**config.mk**
```make
export PLATFORM = sky130hd
export DESIGN_NAME = gpc_port
export DESIGN_NICKNAME = d
export VERILOG_FILES = /design/src/hw/gpc_pkg.sv /design/src/hw/gpc_port.sv
export VERILOG_INCLUDE_DIRS = /design/src /design/src/hw
export SDC_FILE = /design/constraint.sdc
export NUM_CORES = 1
export LEC_CHECK = 0
export BUFFER_PORTS_ARGS = -buffer_cell sky130_fd_sc_hd__buf_2
export CAP_MARGIN = 25
export CORE_UTILIZATION = 39
export CTS_BUF_LIST = sky130_fd_sc_hd__clkbuf_16
export DETAILED_ROUTE_END_ITERATION = 8
export SLEW_MARGIN = 20
export SYNTH_ARGS = -nofsm -noshare
export SYNTH_HDL_FRONTEND = slang
export SYNTH_SLANG_ARGS = --single-unit
```
**constraint.sdc**
```tcl
create_clock -name clk -period 14.1 [get_ports clk]
set_input_delay 2.115 -clock clk [delete_from_list [all_inputs] [get_ports clk]]
set_output_delay 2.115 -clock clk [all_outputs]
set_load 0.01 [all_outputs]
```
**src/hw/gpc_consts.svh**
```systemverilog
// constants for the three-port pin controller
// assumes a 32-bit apb slave with word-aligned registers
`ifndef GPC_CONSTS_SVH
`define GPC_CONSTS_SVH

// mode codes
`define GPC_MODE_ANALOG 4'h0
`define GPC_MODE_FLOAT 4'h4
`define GPC_MODE_PULL 4'h8
`define GPC_MODE_PP 4'h1
`define GPC_MODE_OD 4'h5
`define GPC_MODE_ALT_PP 4'h9
`define GPC_MODE_ALT_OD 4'hd
`define GPC_MODE_SPI_CLK 4'hb

// register offsets inside a port window, and the global window
`define GPC_OFF_CFGL 5'h00
`define GPC_OFF_CFGH 5'h04
`define GPC_OFF_IN 5'h08
`define GPC_OFF_OUT 5'h0c
`define GPC_OFF_SET 5'h10
`define GPC_OFF_CLR 5'h14
`define GPC_OFF_WAKE 5'h18
`define GPC_OFF_DBGCFG 5'h00
`define GPC_OFF_DBGSTAT 5'h04
`define GPC_GLOBAL_SEL 2'b11

// field positions
`define GPC_BIT_DBGDIS 0
`define GPC_BIT_EXTREG 1
`define GPC_BIT_BOOT 0

// pin indices, port a = 0..7, b = 8..15, c = 16..23
`define GPC_PIN_PA4 4
`define GPC_PIN_PA5 5
`define GPC_PIN_PA7 7
`define GPC_PIN_PB0 8
`define GPC_PIN_PC0 16
`define GPC_PIN_PC2 18
`define GPC_PIN_PC3 19
`define GPC_PIN_PC4 20
`define GPC_T2_A_CH1 5'd0
`define GPC_T2_A_CH2 5'd3
`define GPC_T2_A_CH3 5'd1
`define GPC_T2_A_CH4 5'd2
`define GPC_T2_B_BASE 5'd9

// reset values
`define GPC_CFG_RST 4'h4
`define GPC_EXTREG_RST 1'b1
`define GPC_DBGDIS_RST 1'b0
`define GPC_BOOT_RST 1'b1
`define GPC_PULL_RST 24'h00_0020

// startup delay in oscillator periods
`define GPC_STARTUP_PERIODS 512

`endif

```
**src/hw/gpc_pkg.sv**
```systemverilog
// types for the three-port pin controller
// assumes the constants header for field widths of registers
package gpc_pkg;
	typedef enum logic {PH_BOOT, PH_RUN} gpc_phase_t;

	typedef struct packed {
		gpc_phase_t phase;
		logic [9:0] boot_cnt;
		logic [23:0][3:0] mode;
		logic [23:0] dout;
		logic [23:0] wake;
		logic dbg_dis;
		logic extreg;
		logic boot_st;
		logic [23:0] sync1;
		logic [23:0] sync2;
		logic [23:0] pin_out;
		logic [23:0] pin_oe;
		logic [23:0] pull_up;
		logic [23:0] pull_dn;
		logic [23:0] analog;
		logic [23:0] periph_in;
		logic [31:0] prdata;
		logic pready;
		logic pslverr;
	} gpc_state_t;
endpackage

```
**src/hw/gpc_port.sv**
```systemverilog
// three 8-bit pin ports with mode codes, apb registers, forced functions and boot sampling
// assumes an apb master on clk, peripheral signals on clk, raw pin levels from outside
// Operation
// - four-bit mode code held per pin
// - code 0 analog, input reads one
// - code 4 floating input, no pulls
// - code 8 pulled input, output bit picks
// - codes 1/5 push-pull/open-drain from output register
// - codes 9/D driven by peripheral
// - code B special spi clock output
// - low register pins 3..0, high 7..4
// - set/clear registers change written-one bits
// - one output source per pin
// - digital input always to input and peripherals
// - enabled timer two beats serial output
// - option bits route timer channels a/b
// - pa4/pa5 carry packet or cpu trace
// - alternate pin without peripheral drives zero
// - debug disable frees debugger pins
// - regulator enable forces pa7 open-drain
// - jtag forces pc0/3/4 pulled inputs, pc2 output
// - serial wire makes pc4 bidirectional
// - chip reset: floating, regulator on, debug on
// - pa5 pulled up during startup delay
// - boot pin sampled then status kept
//
// Our own choices: the APB register port and the register offsets.
`timescale 1ns/1ps
`include "gpc_consts.svh"

module gpc_port
	import gpc_pkg::*;
#(
	parameter int STARTUP_CYCLES = `GPC_STARTUP_PERIODS,
	parameter logic [23:0] ALT_PRESENT = 24'hff_ffff
) (
	// clock, reset, enable
	input wire logic clk,
	input wire logic rst,
	input wire logic ce,
	// apb slave
	input wire logic psel,
	input wire logic penable,
	input wire logic pwrite,
	input wire logic [11:0] paddr,
	input wire logic [31:0] pwdata,
	output logic [31:0] prdata,
	output logic pready,
	output logic pslverr,
	// pins
	input wire logic [23:0] pin_in,
	output logic [23:0] pin_out,
	output logic [23:0] pin_oe,
	output logic [23:0] pin_pull_up,
	output logic [23:0] pin_pull_down,
	output logic [23:0] pin_analog,
	// peripherals
	input wire logic [23:0] alt_out,
	output logic [23:0] periph_in,
	output logic [23:0] port_wake_monitor,
	input wire logic [3:0] timer_two_ch,
	input wire logic [3:0] timer_two_channel_enable_reg,
	input wire logic [3:0] timer_two_option_reg,
	input wire logic trace_sel,
	input wire logic packet_trace_enable,
	input wire logic packet_trace_data,
	input wire logic cpu_trace_data_bit_two,
	input wire logic cpu_trace_data_bit_three,
	// debugger and regulator
	input wire logic dbg_jtag_active,
	input wire logic dbg_swd_active,
	input wire logic test_data_output,
	input wire logic swdio_out,
	input wire logic swdio_oe,
	input wire logic reg_en,
	// boot status
	output logic boot_select_status_bit
);

	if (STARTUP_CYCLES < 3 || STARTUP_CYCLES > 1023) begin : g_chk
		$error("STARTUP_CYCLES out of range");
	end

	localparam logic [9:0] BOOT_LAST = 10'(STARTUP_CYCLES - 1);

	gpc_state_t s;
	gpc_state_t n;

	// timer two channel to pin index
	function automatic logic [4:0] tim_pin(input int ch, input logic route);
		logic [4:0] p;
		p = `GPC_T2_B_BASE + 5'(ch);
		if (!route) begin
			case (ch)
				0: p = `GPC_T2_A_CH1;
				1: p = `GPC_T2_A_CH2;
				2: p = `GPC_T2_A_CH3;
				default: p = `GPC_T2_A_CH4;
			endcase
		end
		return p;
	endfunction

	// alternate output value of one pin
	function automatic logic alt_val(input int i, input logic [23:0] ao, input logic [3:0] tch,
		input logic [3:0] ten, input logic [3:0] trt, input logic tsel, input logic [3:0] trc);
		logic v;
		logic hit;
		v = ALT_PRESENT[i] ? ao[i] : 1'b0;
		if (i == `GPC_PIN_PA4) begin
			v = tsel ? trc[2] : trc[0];
		end
		if (i == `GPC_PIN_PA5) begin
			v = tsel ? trc[3] : trc[1];
		end
		hit = 1'b0;
		for (int c = 0; c < 4; c++) begin
			if (ten[c] && !hit && tim_pin(c, trt[c]) == 5'(i)) begin
				v = tch[c];
				hit = 1'b1;
			end
		end
		return v;
	endfunction

	// register decode
	logic [1:0] a_port;
	logic [4:0] a_off;
	logic [4:0] a_base;
	logic a_hit;
	logic [31:0] a_rd;
	logic acc;
	logic wr;
	logic [3:0] trc;

	always_comb begin
		a_port = paddr[6:5];
		a_off = paddr[4:0];
		a_base = {a_port, 3'b000};
		a_hit = 1'b0;
		a_rd = 32'h0000_0000;
		if (paddr[11:7] == 5'h00) begin
			if (a_port == `GPC_GLOBAL_SEL) begin
				case (a_off)
					`GPC_OFF_DBGCFG: begin
						a_hit = 1'b1;
						a_rd[`GPC_BIT_DBGDIS] = s.dbg_dis;
						a_rd[`GPC_BIT_EXTREG] = s.extreg;
					end
					`GPC_OFF_DBGSTAT: begin
						a_hit = 1'b1;
						a_rd[`GPC_BIT_BOOT] = s.boot_st;
					end
					default: a_hit = 1'b0;
				endcase
			end else begin
				case (a_off)
					`GPC_OFF_CFGL: begin
						a_hit = 1'b1;
						for (int k = 0; k < 4; k++) begin
							a_rd[k*4 +: 4] = s.mode[a_base + k];
						end
					end
					`GPC_OFF_CFGH: begin
						a_hit = 1'b1;
						for (int k = 0; k < 4; k++) begin
							a_rd[k*4 +: 4] = s.mode[a_base + 4 + k];
						end
					end
					`GPC_OFF_IN: begin
						a_hit = 1'b1;
						a_rd[7:0] = s.periph_in[a_base +: 8];
					end
					`GPC_OFF_OUT: begin
						a_hit = 1'b1;
						a_rd[7:0] = s.dout[a_base +: 8];
					end
					`GPC_OFF_SET, `GPC_OFF_CLR: a_hit = 1'b1;
					`GPC_OFF_WAKE: begin
						a_hit = 1'b1;
						a_rd[7:0] = s.wake[a_base +: 8];
					end
					default: a_hit = 1'b0;
				endcase
			end
		end
		acc = psel && penable && !s.pready;
		wr = psel && penable && pwrite && s.pready && !s.pslverr;
		trc = {cpu_trace_data_bit_three, cpu_trace_data_bit_two, packet_trace_data, packet_trace_enable};
	end

	// next state
	always_comb begin
		logic [3:0] m;
		logic av;
		logic po;
		logic oe;
		logic pu;
		logic pd;
		logic an;
		logic dbg;
		logic jtag;
		logic swd;
		m = 4'h0;
		av = 1'b0;
		po = 1'b0;
		oe = 1'b0;
		pu = 1'b0;
		pd = 1'b0;
		an = 1'b0;
		dbg = 1'b0;
		jtag = 1'b0;
		swd = 1'b0;
		n = s;
		n.sync1 = pin_in;
		n.sync2 = s.sync1;
		// one wait state, answer registered
		n.pready = acc;
		n.pslverr = acc && !a_hit;
		n.prdata = acc ? a_rd : 32'h0000_0000;
		if (wr) begin
			if (a_port == `GPC_GLOBAL_SEL) begin
				if (a_off == `GPC_OFF_DBGCFG) begin
					n.dbg_dis = pwdata[`GPC_BIT_DBGDIS];
					n.extreg = pwdata[`GPC_BIT_EXTREG];
				end
			end else begin
				case (a_off)
					`GPC_OFF_CFGL: begin
						for (int k = 0; k < 4; k++) begin
							n.mode[a_base + k] = pwdata[k*4 +: 4];
						end
					end
					`GPC_OFF_CFGH: begin
						for (int k = 0; k < 4; k++) begin
							n.mode[a_base + 4 + k] = pwdata[k*4 +: 4];
						end
					end
					`GPC_OFF_OUT: n.dout[a_base +: 8] = pwdata[7:0];
					`GPC_OFF_SET: n.dout[a_base +: 8] = s.dout[a_base +: 8] | pwdata[7:0];
					`GPC_OFF_CLR: n.dout[a_base +: 8] = s.dout[a_base +: 8] & ~pwdata[7:0];
					`GPC_OFF_WAKE: n.wake[a_base +: 8] = pwdata[7:0];
					default: n.wake = s.wake;
				endcase
			end
		end
		// startup delay, then boot pin sample
		case (s.phase)
			PH_BOOT: begin
				if (s.boot_cnt == BOOT_LAST) begin
					n.boot_st = s.sync2[`GPC_PIN_PA5];
					n.phase = PH_RUN;
				end else begin
					n.boot_cnt = s.boot_cnt + 10'd1;
				end
			end
			PH_RUN: n.phase = PH_RUN;
			default: n.phase = PH_RUN;
		endcase
		// pin drivers
		dbg = !s.dbg_dis;
		jtag = dbg && dbg_jtag_active;
		swd = dbg && dbg_swd_active && !dbg_jtag_active;
		for (int i = 0; i < 24; i++) begin
			m = s.mode[i];
			av = alt_val(i, alt_out, timer_two_ch, timer_two_channel_enable_reg, timer_two_option_reg,
				trace_sel, trc);
			po = 1'b0;
			oe = 1'b0;
			pu = 1'b0;
			pd = 1'b0;
			an = 1'b0;
			case (m)
				`GPC_MODE_ANALOG: an = 1'b1;
				`GPC_MODE_FLOAT: an = 1'b0;
				`GPC_MODE_PULL: begin
					pu = s.dout[i];
					pd = !s.dout[i];
				end
				`GPC_MODE_PP: begin
					po = s.dout[i];
					oe = 1'b1;
				end
				`GPC_MODE_OD: oe = !s.dout[i];
				`GPC_MODE_ALT_PP, `GPC_MODE_SPI_CLK: begin
					po = av;
					oe = 1'b1;
				end
				`GPC_MODE_ALT_OD: oe = !av;
				default: an = 1'b0;
			endcase
			if (i == `GPC_PIN_PA7 && s.extreg) begin
				{po, oe, pu, pd, an} = {1'b0, !reg_en, 3'b000};
			end
			if (jtag && (i == `GPC_PIN_PC0 || i == `GPC_PIN_PC3 || i == `GPC_PIN_PC4)) begin
				{po, oe, pu, pd, an} = 5'b00100;
			end
			if (jtag && i == `GPC_PIN_PC2) begin
				{po, oe, pu, pd, an} = {test_data_output, 4'b1000};
			end
			if (swd && i == `GPC_PIN_PC4) begin
				{po, oe, pu, pd, an} = {swdio_out, swdio_oe, 3'b000};
			end
			if (s.phase == PH_BOOT && i == `GPC_PIN_PA5) begin
				{po, oe, pu, pd, an} = 5'b00100;
			end
			n.pin_out[i] = po;
			n.pin_oe[i] = oe;
			n.pull_up[i] = pu;
			n.pull_dn[i] = pd;
			n.analog[i] = an;
			n.periph_in[i] = an ? 1'b1 : s.sync2[i];
		end
	end

	always_ff @(posedge clk or posedge rst) begin
		if (rst) begin
			s <= '0;
			s.phase <= PH_BOOT;
			s.mode <= {24{`GPC_CFG_RST}};
			s.extreg <= `GPC_EXTREG_RST;
			s.dbg_dis <= `GPC_DBGDIS_RST;
			s.boot_st <= `GPC_BOOT_RST;
			s.pull_up <= `GPC_PULL_RST;
		end else if (ce) begin
			s <= n;
		end
	end

	assign prdata = s.prdata;
	assign pready = s.pready;
	assign pslverr = s.pslverr;
	assign pin_out = s.pin_out;
	assign pin_oe = s.pin_oe;
	assign pin_pull_up = s.pull_up;
	assign pin_pull_down = s.pull_dn;
	assign pin_analog = s.analog;
	assign periph_in = s.periph_in;
	assign port_wake_monitor = s.wake;
	assign boot_select_status_bit = s.boot_st;

	logic wr_set;
	logic wr_clr;
	logic [23:0] wmask;
	assign wr_set = wr && a_port != `GPC_GLOBAL_SEL && a_off == `GPC_OFF_SET;
	assign wr_clr = wr && a_port != `GPC_GLOBAL_SEL && a_off == `GPC_OFF_CLR;
	assign wmask = 24'(pwdata[7:0]) << a_base;
endmodule

```
After elaboration in Yosys (flattened, before gate mapping)
Cells that the tools add are included.
W data, S select, Z words.
{"block": "op_classes", "add_sub_neg": 9, "n_lt_le_gt_ge": 16, "n_eq_ne": 244, "n_shift": 7, "muxes": 413, "bitwise": 6, "reduce_logical": 399}
{"cell": "$bwmux W96", "n": 8}
{"cell": "$eq A4 B4 Y1 const B", "n": 96}
{"cell": "$mux W1", "n": 307}
{"cell": "$pmux W96 S2", "n": 1}
{"cell": "$logic_and A1 B1 Y1", "n": 185}
{"cell": "$eq A5 B5 Y1 const B", "n": 35}
{"cell": "$eq A5 B4 Y1 const B", "n": 34}
{"cell": "$bmux W4 S5", "n": 7}
{"cell": "$demux W4 S5", "n": 7}
{"cell": "$logic_not A1 Y1", "n": 126}
{"cell": "$bwmux W24", "n": 4}
{"cell": "$eq A4 B1 Y1 const B", "n": 24}
{"cell": "$eq A4 B3 Y1 const B", "n": 24}
{"cell": "$ge A32 B1 Y1 const B", "n": 3}
{"cell": "$logic_not A4 Y1", "n": 24}
{"cell": "$lt A32 B6 Y1 const B", "n": 3}
{"cell": "$eq A5 B3 Y1 const B", "n": 17}
{"cell": "$mux W4", "n": 20}
{"cell": "$pmux W1 S3", "n": 24}
{"cell": "$pmux W24 S3", "n": 1}
{"cell": "$reduce_or A3 Y1", "n": 24}
{"cell": "$shiftx A24 B6 Y8", "n": 3}
{"cell": "$shiftx A8 B7 Y24", "n": 3}
{"cell": "$pmux W1 S2", "n": 26}
{"cell": "37 further kinds", "n": 88}
{"block": "totals", "ff_bits": 384, "word_cells": 1136}

Longest topological paths before layout
{"block": "logic_depth", "depth_word": 20, "mapped_depth": 12, "depth_no_buf": 7}

Least setup slack after synthesis
Ideal clock, no wire load.
{"block": "synth_path", "path_type": "input-to-reg", "startpoint": "in paddr[5]", "endpoint": "reg s[271] (netlist bit)", "setup_ns": 0.077, "arrival_time_ns": 4.499, "required_time_ns": 14.023, "setup_slack_ns": 9.523, "stages": 11, "cell_sequence": "clkbuf_1 -> buf_2 -> clkinv_1 -> ha_1 -> nor3b_2 -> and2_1 -> buf_2 -> and2_1 -> clkbuf_1 -> a22oi_1 -> a21oi_1"}
{"block": "synth_between", "elab_chain_len": 5, "word_cells_on_any_way": 15, "classes_between": "add/sub: 1; eq/ne: 1; shift: 5; mux: 4; bitwise: 3; reduce/logical: 1"}
{"item": "start, declared", "line": "gpc_port.sv:45", "text": "input wire logic [11:0] paddr,"}
{"item": "$shiftx A24 B6 Y8", "line": "gpc_port.sv:240, gpc_port.sv:241"}
{"item": "$and A8 B8 Y8 / $or A8 B8 Y8 (equally long branches)", "line": "gpc_port.sv:241, gpc_port.sv:240"}
{"item": "$shiftx A8 B7 Y24 (on tied branches)", "line": "gpc_port.sv:241, gpc_port.sv:240"}
{"item": "$bwmux W24 (on tied branches)", "line": "gpc_port.sv:241, gpc_port.sv:240"}
{"item": "$pmux W24 S3", "line": "gpc_port.sv:228", "text": "case (a_off)"}
{"item": "end signal, assigned", "line": "gpc_port.sv:326", "text": "s <= n;"}
{"item": "end, declared", "line": "gpc_port.sv:86", "text": "gpc_state_t s;"}
Several ways; a longest one is shown, not always the timed one.
A chain may end at the register's enable or synchronous reset.

Final worst setup path
Ends and elaborated chain as after synthesis.

==> impl_metrics.ini <==
[timing]
finalMaxSlewViolations = 0
fin_crit_sh_pct = 37.2
rsz0062_at_grt = false
maxSlewHeadroom_pct = 30.0
fin_crit_ns = 5.25
fmax_mhz = 191
fin_skew_ns = 0.0234
worst_slew_pin_slew_ns = 1.05
setup_tns_ns = 0
final_hold_viol_count = 0
setup_viol = 0

[clock_tree]
path_clk_slew_ns = 0.06
cts_tree = yes
clockBufferDepth = 3
cts_repair_resize_count = 0
clock-sinks = 368
hold_buffers = 0
clock_latency_ns = 0.58
cts_buffers = 43
post-cts-setup-buffers = 0
h-tree-depth = 2
root_buffer = clkbuf_16

[global_route]
gr-usage-met3_pct = 6.95
grt_overflow = 0
use_met2_pct = 39.8
grt-busiest-layer = met2
grt_max_degree = 171
grt_pass1_vias = 14200
grt_pass1_wl_um = 91900
grt.met1_usage_pct = 32.6
grtUsageTotal_pct = 24.8
grt_antenna_before_repair = 4

[place]
portBuffers = 289
dp.cells = 2469
place_congestion = 0.965
place_hpwl_um = 44700

[synthesis]
synth_area_um2 = 19100
syn_inst = 1829
synth_edf_count = 0
synth.most_common_cell = dfrtp_1
yosys_warnings = 0
synth_cell_types = 76
ys_async_sr_fraction_pct = 100
synthTopCellsByArea = dfrtp_1 (45%), mux2_2 (8.3%), buf_4 (7.9%), dfstp_2 (3.7%), o2bb2ai_1 (2.8%)
synth_area_leader_cell = dfrtp_1
synth_common_cells = dfrtp_1 (341), buf_4 (201), nand2_1 (142), mux2_2 (140), nor2_1 (107)
synth_top_area_share_pct = 44.7
ys.flop_type = dfrtp_1
synth-seq-cells = 368
synth_area_per_cell_um2 = 10.4
ys_seq_area_share_pct = 48.4

[routing]
avgViaCountPerCell = 5.69
drc = 0
routedWlPerCell_um = 24.0
drt_iter0_drc = 1042
vias = 14500
wl_um = 61400
dr.pass1.iters = 9
ant_nets = 0

[finish]
drive_gt1_share_pct = 29.5
fin_cells = 2551
area_growth_pct = 10.6
nets = 2028
utilization_pct = 43.9

[worst_setup_path]
critPathLaunchType = input pin
r2r-end = s[336]$_DFFE_PP0P_
endpoint = s[271]$_DFFE_PP0P_
reg2reg_depth = 4
critPathRequiredTime_ns = 14.59
cp-startpoint = paddr[5]
path_cells = buf_2 > clkinv_1 > ha_1 > nor3b_2 > and2_1 > and2_1 > a22oi_1 > a21oi_1
crit_arrival_ns = 5.73
r2r_setup_slack_ns = 11.59
path_common_cell = and2_1
slowest_stage = nor3b_2
cpPeakStageDelay_ns = 0.65
rr_startpoint = pslverr$_DFFE_PP0P_
crit_fanout = 28
end_kind = flop
crit_type = input pin to flop

[floorplanning]
coreArea_um2 = 48000
design.die.area_um2 = 49800
rows = 80
die_x_um = 223
start_util_pct = 39.7
die_h_um = 223
pin_count = 324

[hold_path]
min_path_cells = 1
min_from = s[381]$_DFFE_PP0P_
min_path_type = flop to flop

[run]
maxCapViolCount = 0

[outcome]
status = finished, final reports clean

[pwr]
powerDensity_nw_per_um2 = 116
peakVddDrop_mv = 0.0826
p_leak_uw = 0.00932
## cells in the final DEF, fill, tap and decap left out, drive strengths merged, types with 24 or more instances in the layout
master	netlist	routed
a21oi	77	77
a22oi	46	46
buf	233	311
clkbuf	67	44
dfrtp	341	341
dfstp	27	27
inv	76	89
mux2	165	165
mux2i	49	49
nand2	144	144
nand3	42	42
nor2	108	108
nor3	31	31
o21ai	89	89
o22ai	24	24
o2bb2ai	61	61
## flip-flops by register name (all words and copies together), names as in the netlist
register,count
s,157
port_wake_monitor,24
pslverr,1
pin_oe,24
pin_pull_up,24
prdata,16
pin_analog,24
n,24
pin_pull_down,24
periph_in,24
pin_out,24
pready,1
boot_select_status_bit,1
## metrics by stage
step / cell area, um^2 / total power [uW] / worst slack [ns] / hold slack (ns)
2_1_floorplan: 19100 / 1270 / 1.81 / 0.442
3_3_place_gp: 19600 / 1330 / 8.49 / 0.460
3_5_place_dp: 19700 / 1340 / 8.39 / 0.466
4_1_cts: 21100 / 2460 / 9.00 / 0.478
5_1_grt: 21100 / 2530 / 8.75 / 0.487
6_report: 21100 / 2440 / 8.85 / 0.473
## logic make-up (layout without fill, tap and decap cells)
| group | Yosys count | in the layout | share of synthesized area, % |
|---|---|---|---|
| AO/OA/AOI/OAI | 426 | 426 | 15.6 |
| XOR/XNOR | 9 | 9 | 0.413 |
| adder cells (fa/ha/maj) | 7 | 7 | 0.459 |
| buffers and inverters | 378 | 469 | 11.5 |
| flip-flops | 368 | 368 | 48.4 |
| multiplexers | 222 | 222 | 13.3 |
| other | 1 | 17 | 0.0197 |
| AND/OR/NAND/NOR | 418 | 418 | 10.4 |
## worst min path at each step
stage,endpoint,slack (ns)
finish,s[381]$_DFFE_PP0P_,0.47
global route,pin_oe[11]$_DFFE_PP0P_,0.49
CTS,pin_oe[11]$_DFFE_PP0P_,0.48
detailed placement,pin_oe[11]$_DFFE_PP0P_,0.47
global placement,s[380]$_DFFE_PP0P_,0.46
floorplan,s[381]$_DFFE_PP0P_,0.44
## critical path: cells and delay by family
family | cells | cell delay, ns
fa+ha+maj | 1 | 0.48
simple gates | 3 | 1.60
compound gates | 2 | 0.35
buf+inv | 2 | 1.16
## routing by layer
| layer | share of wire (%) | up-vias |
|---|---|---|
| met4 | 2.7 | 6 |
| met5 | 0.055 | - |
| li1 | - | 6511 |
| met3 | 7.7 | 102 |
| met1 | 43 | 7377 |
| met2 | 47 | 510 |
## final cells by class
class                   instances  area (um^2)
inverters                      78          300
repair buffers                311         1650
diodes                          1         2.50
flip-flops and latches        368         9240
clock buffers                  44         1100
clock inverters                36          308
multi-input cells            1098         7740
well taps                     615          769
fillers                      4564        26900
## power by group
group,total (uW),internal (uW),switching (uW),leakage [uW]
Sequential,1130,1090,34.0,0.00468
Clock,1120,659,460,0.000720
Combinational,192,71.4,120,0.00393
(Power assumes the default switching activity.)
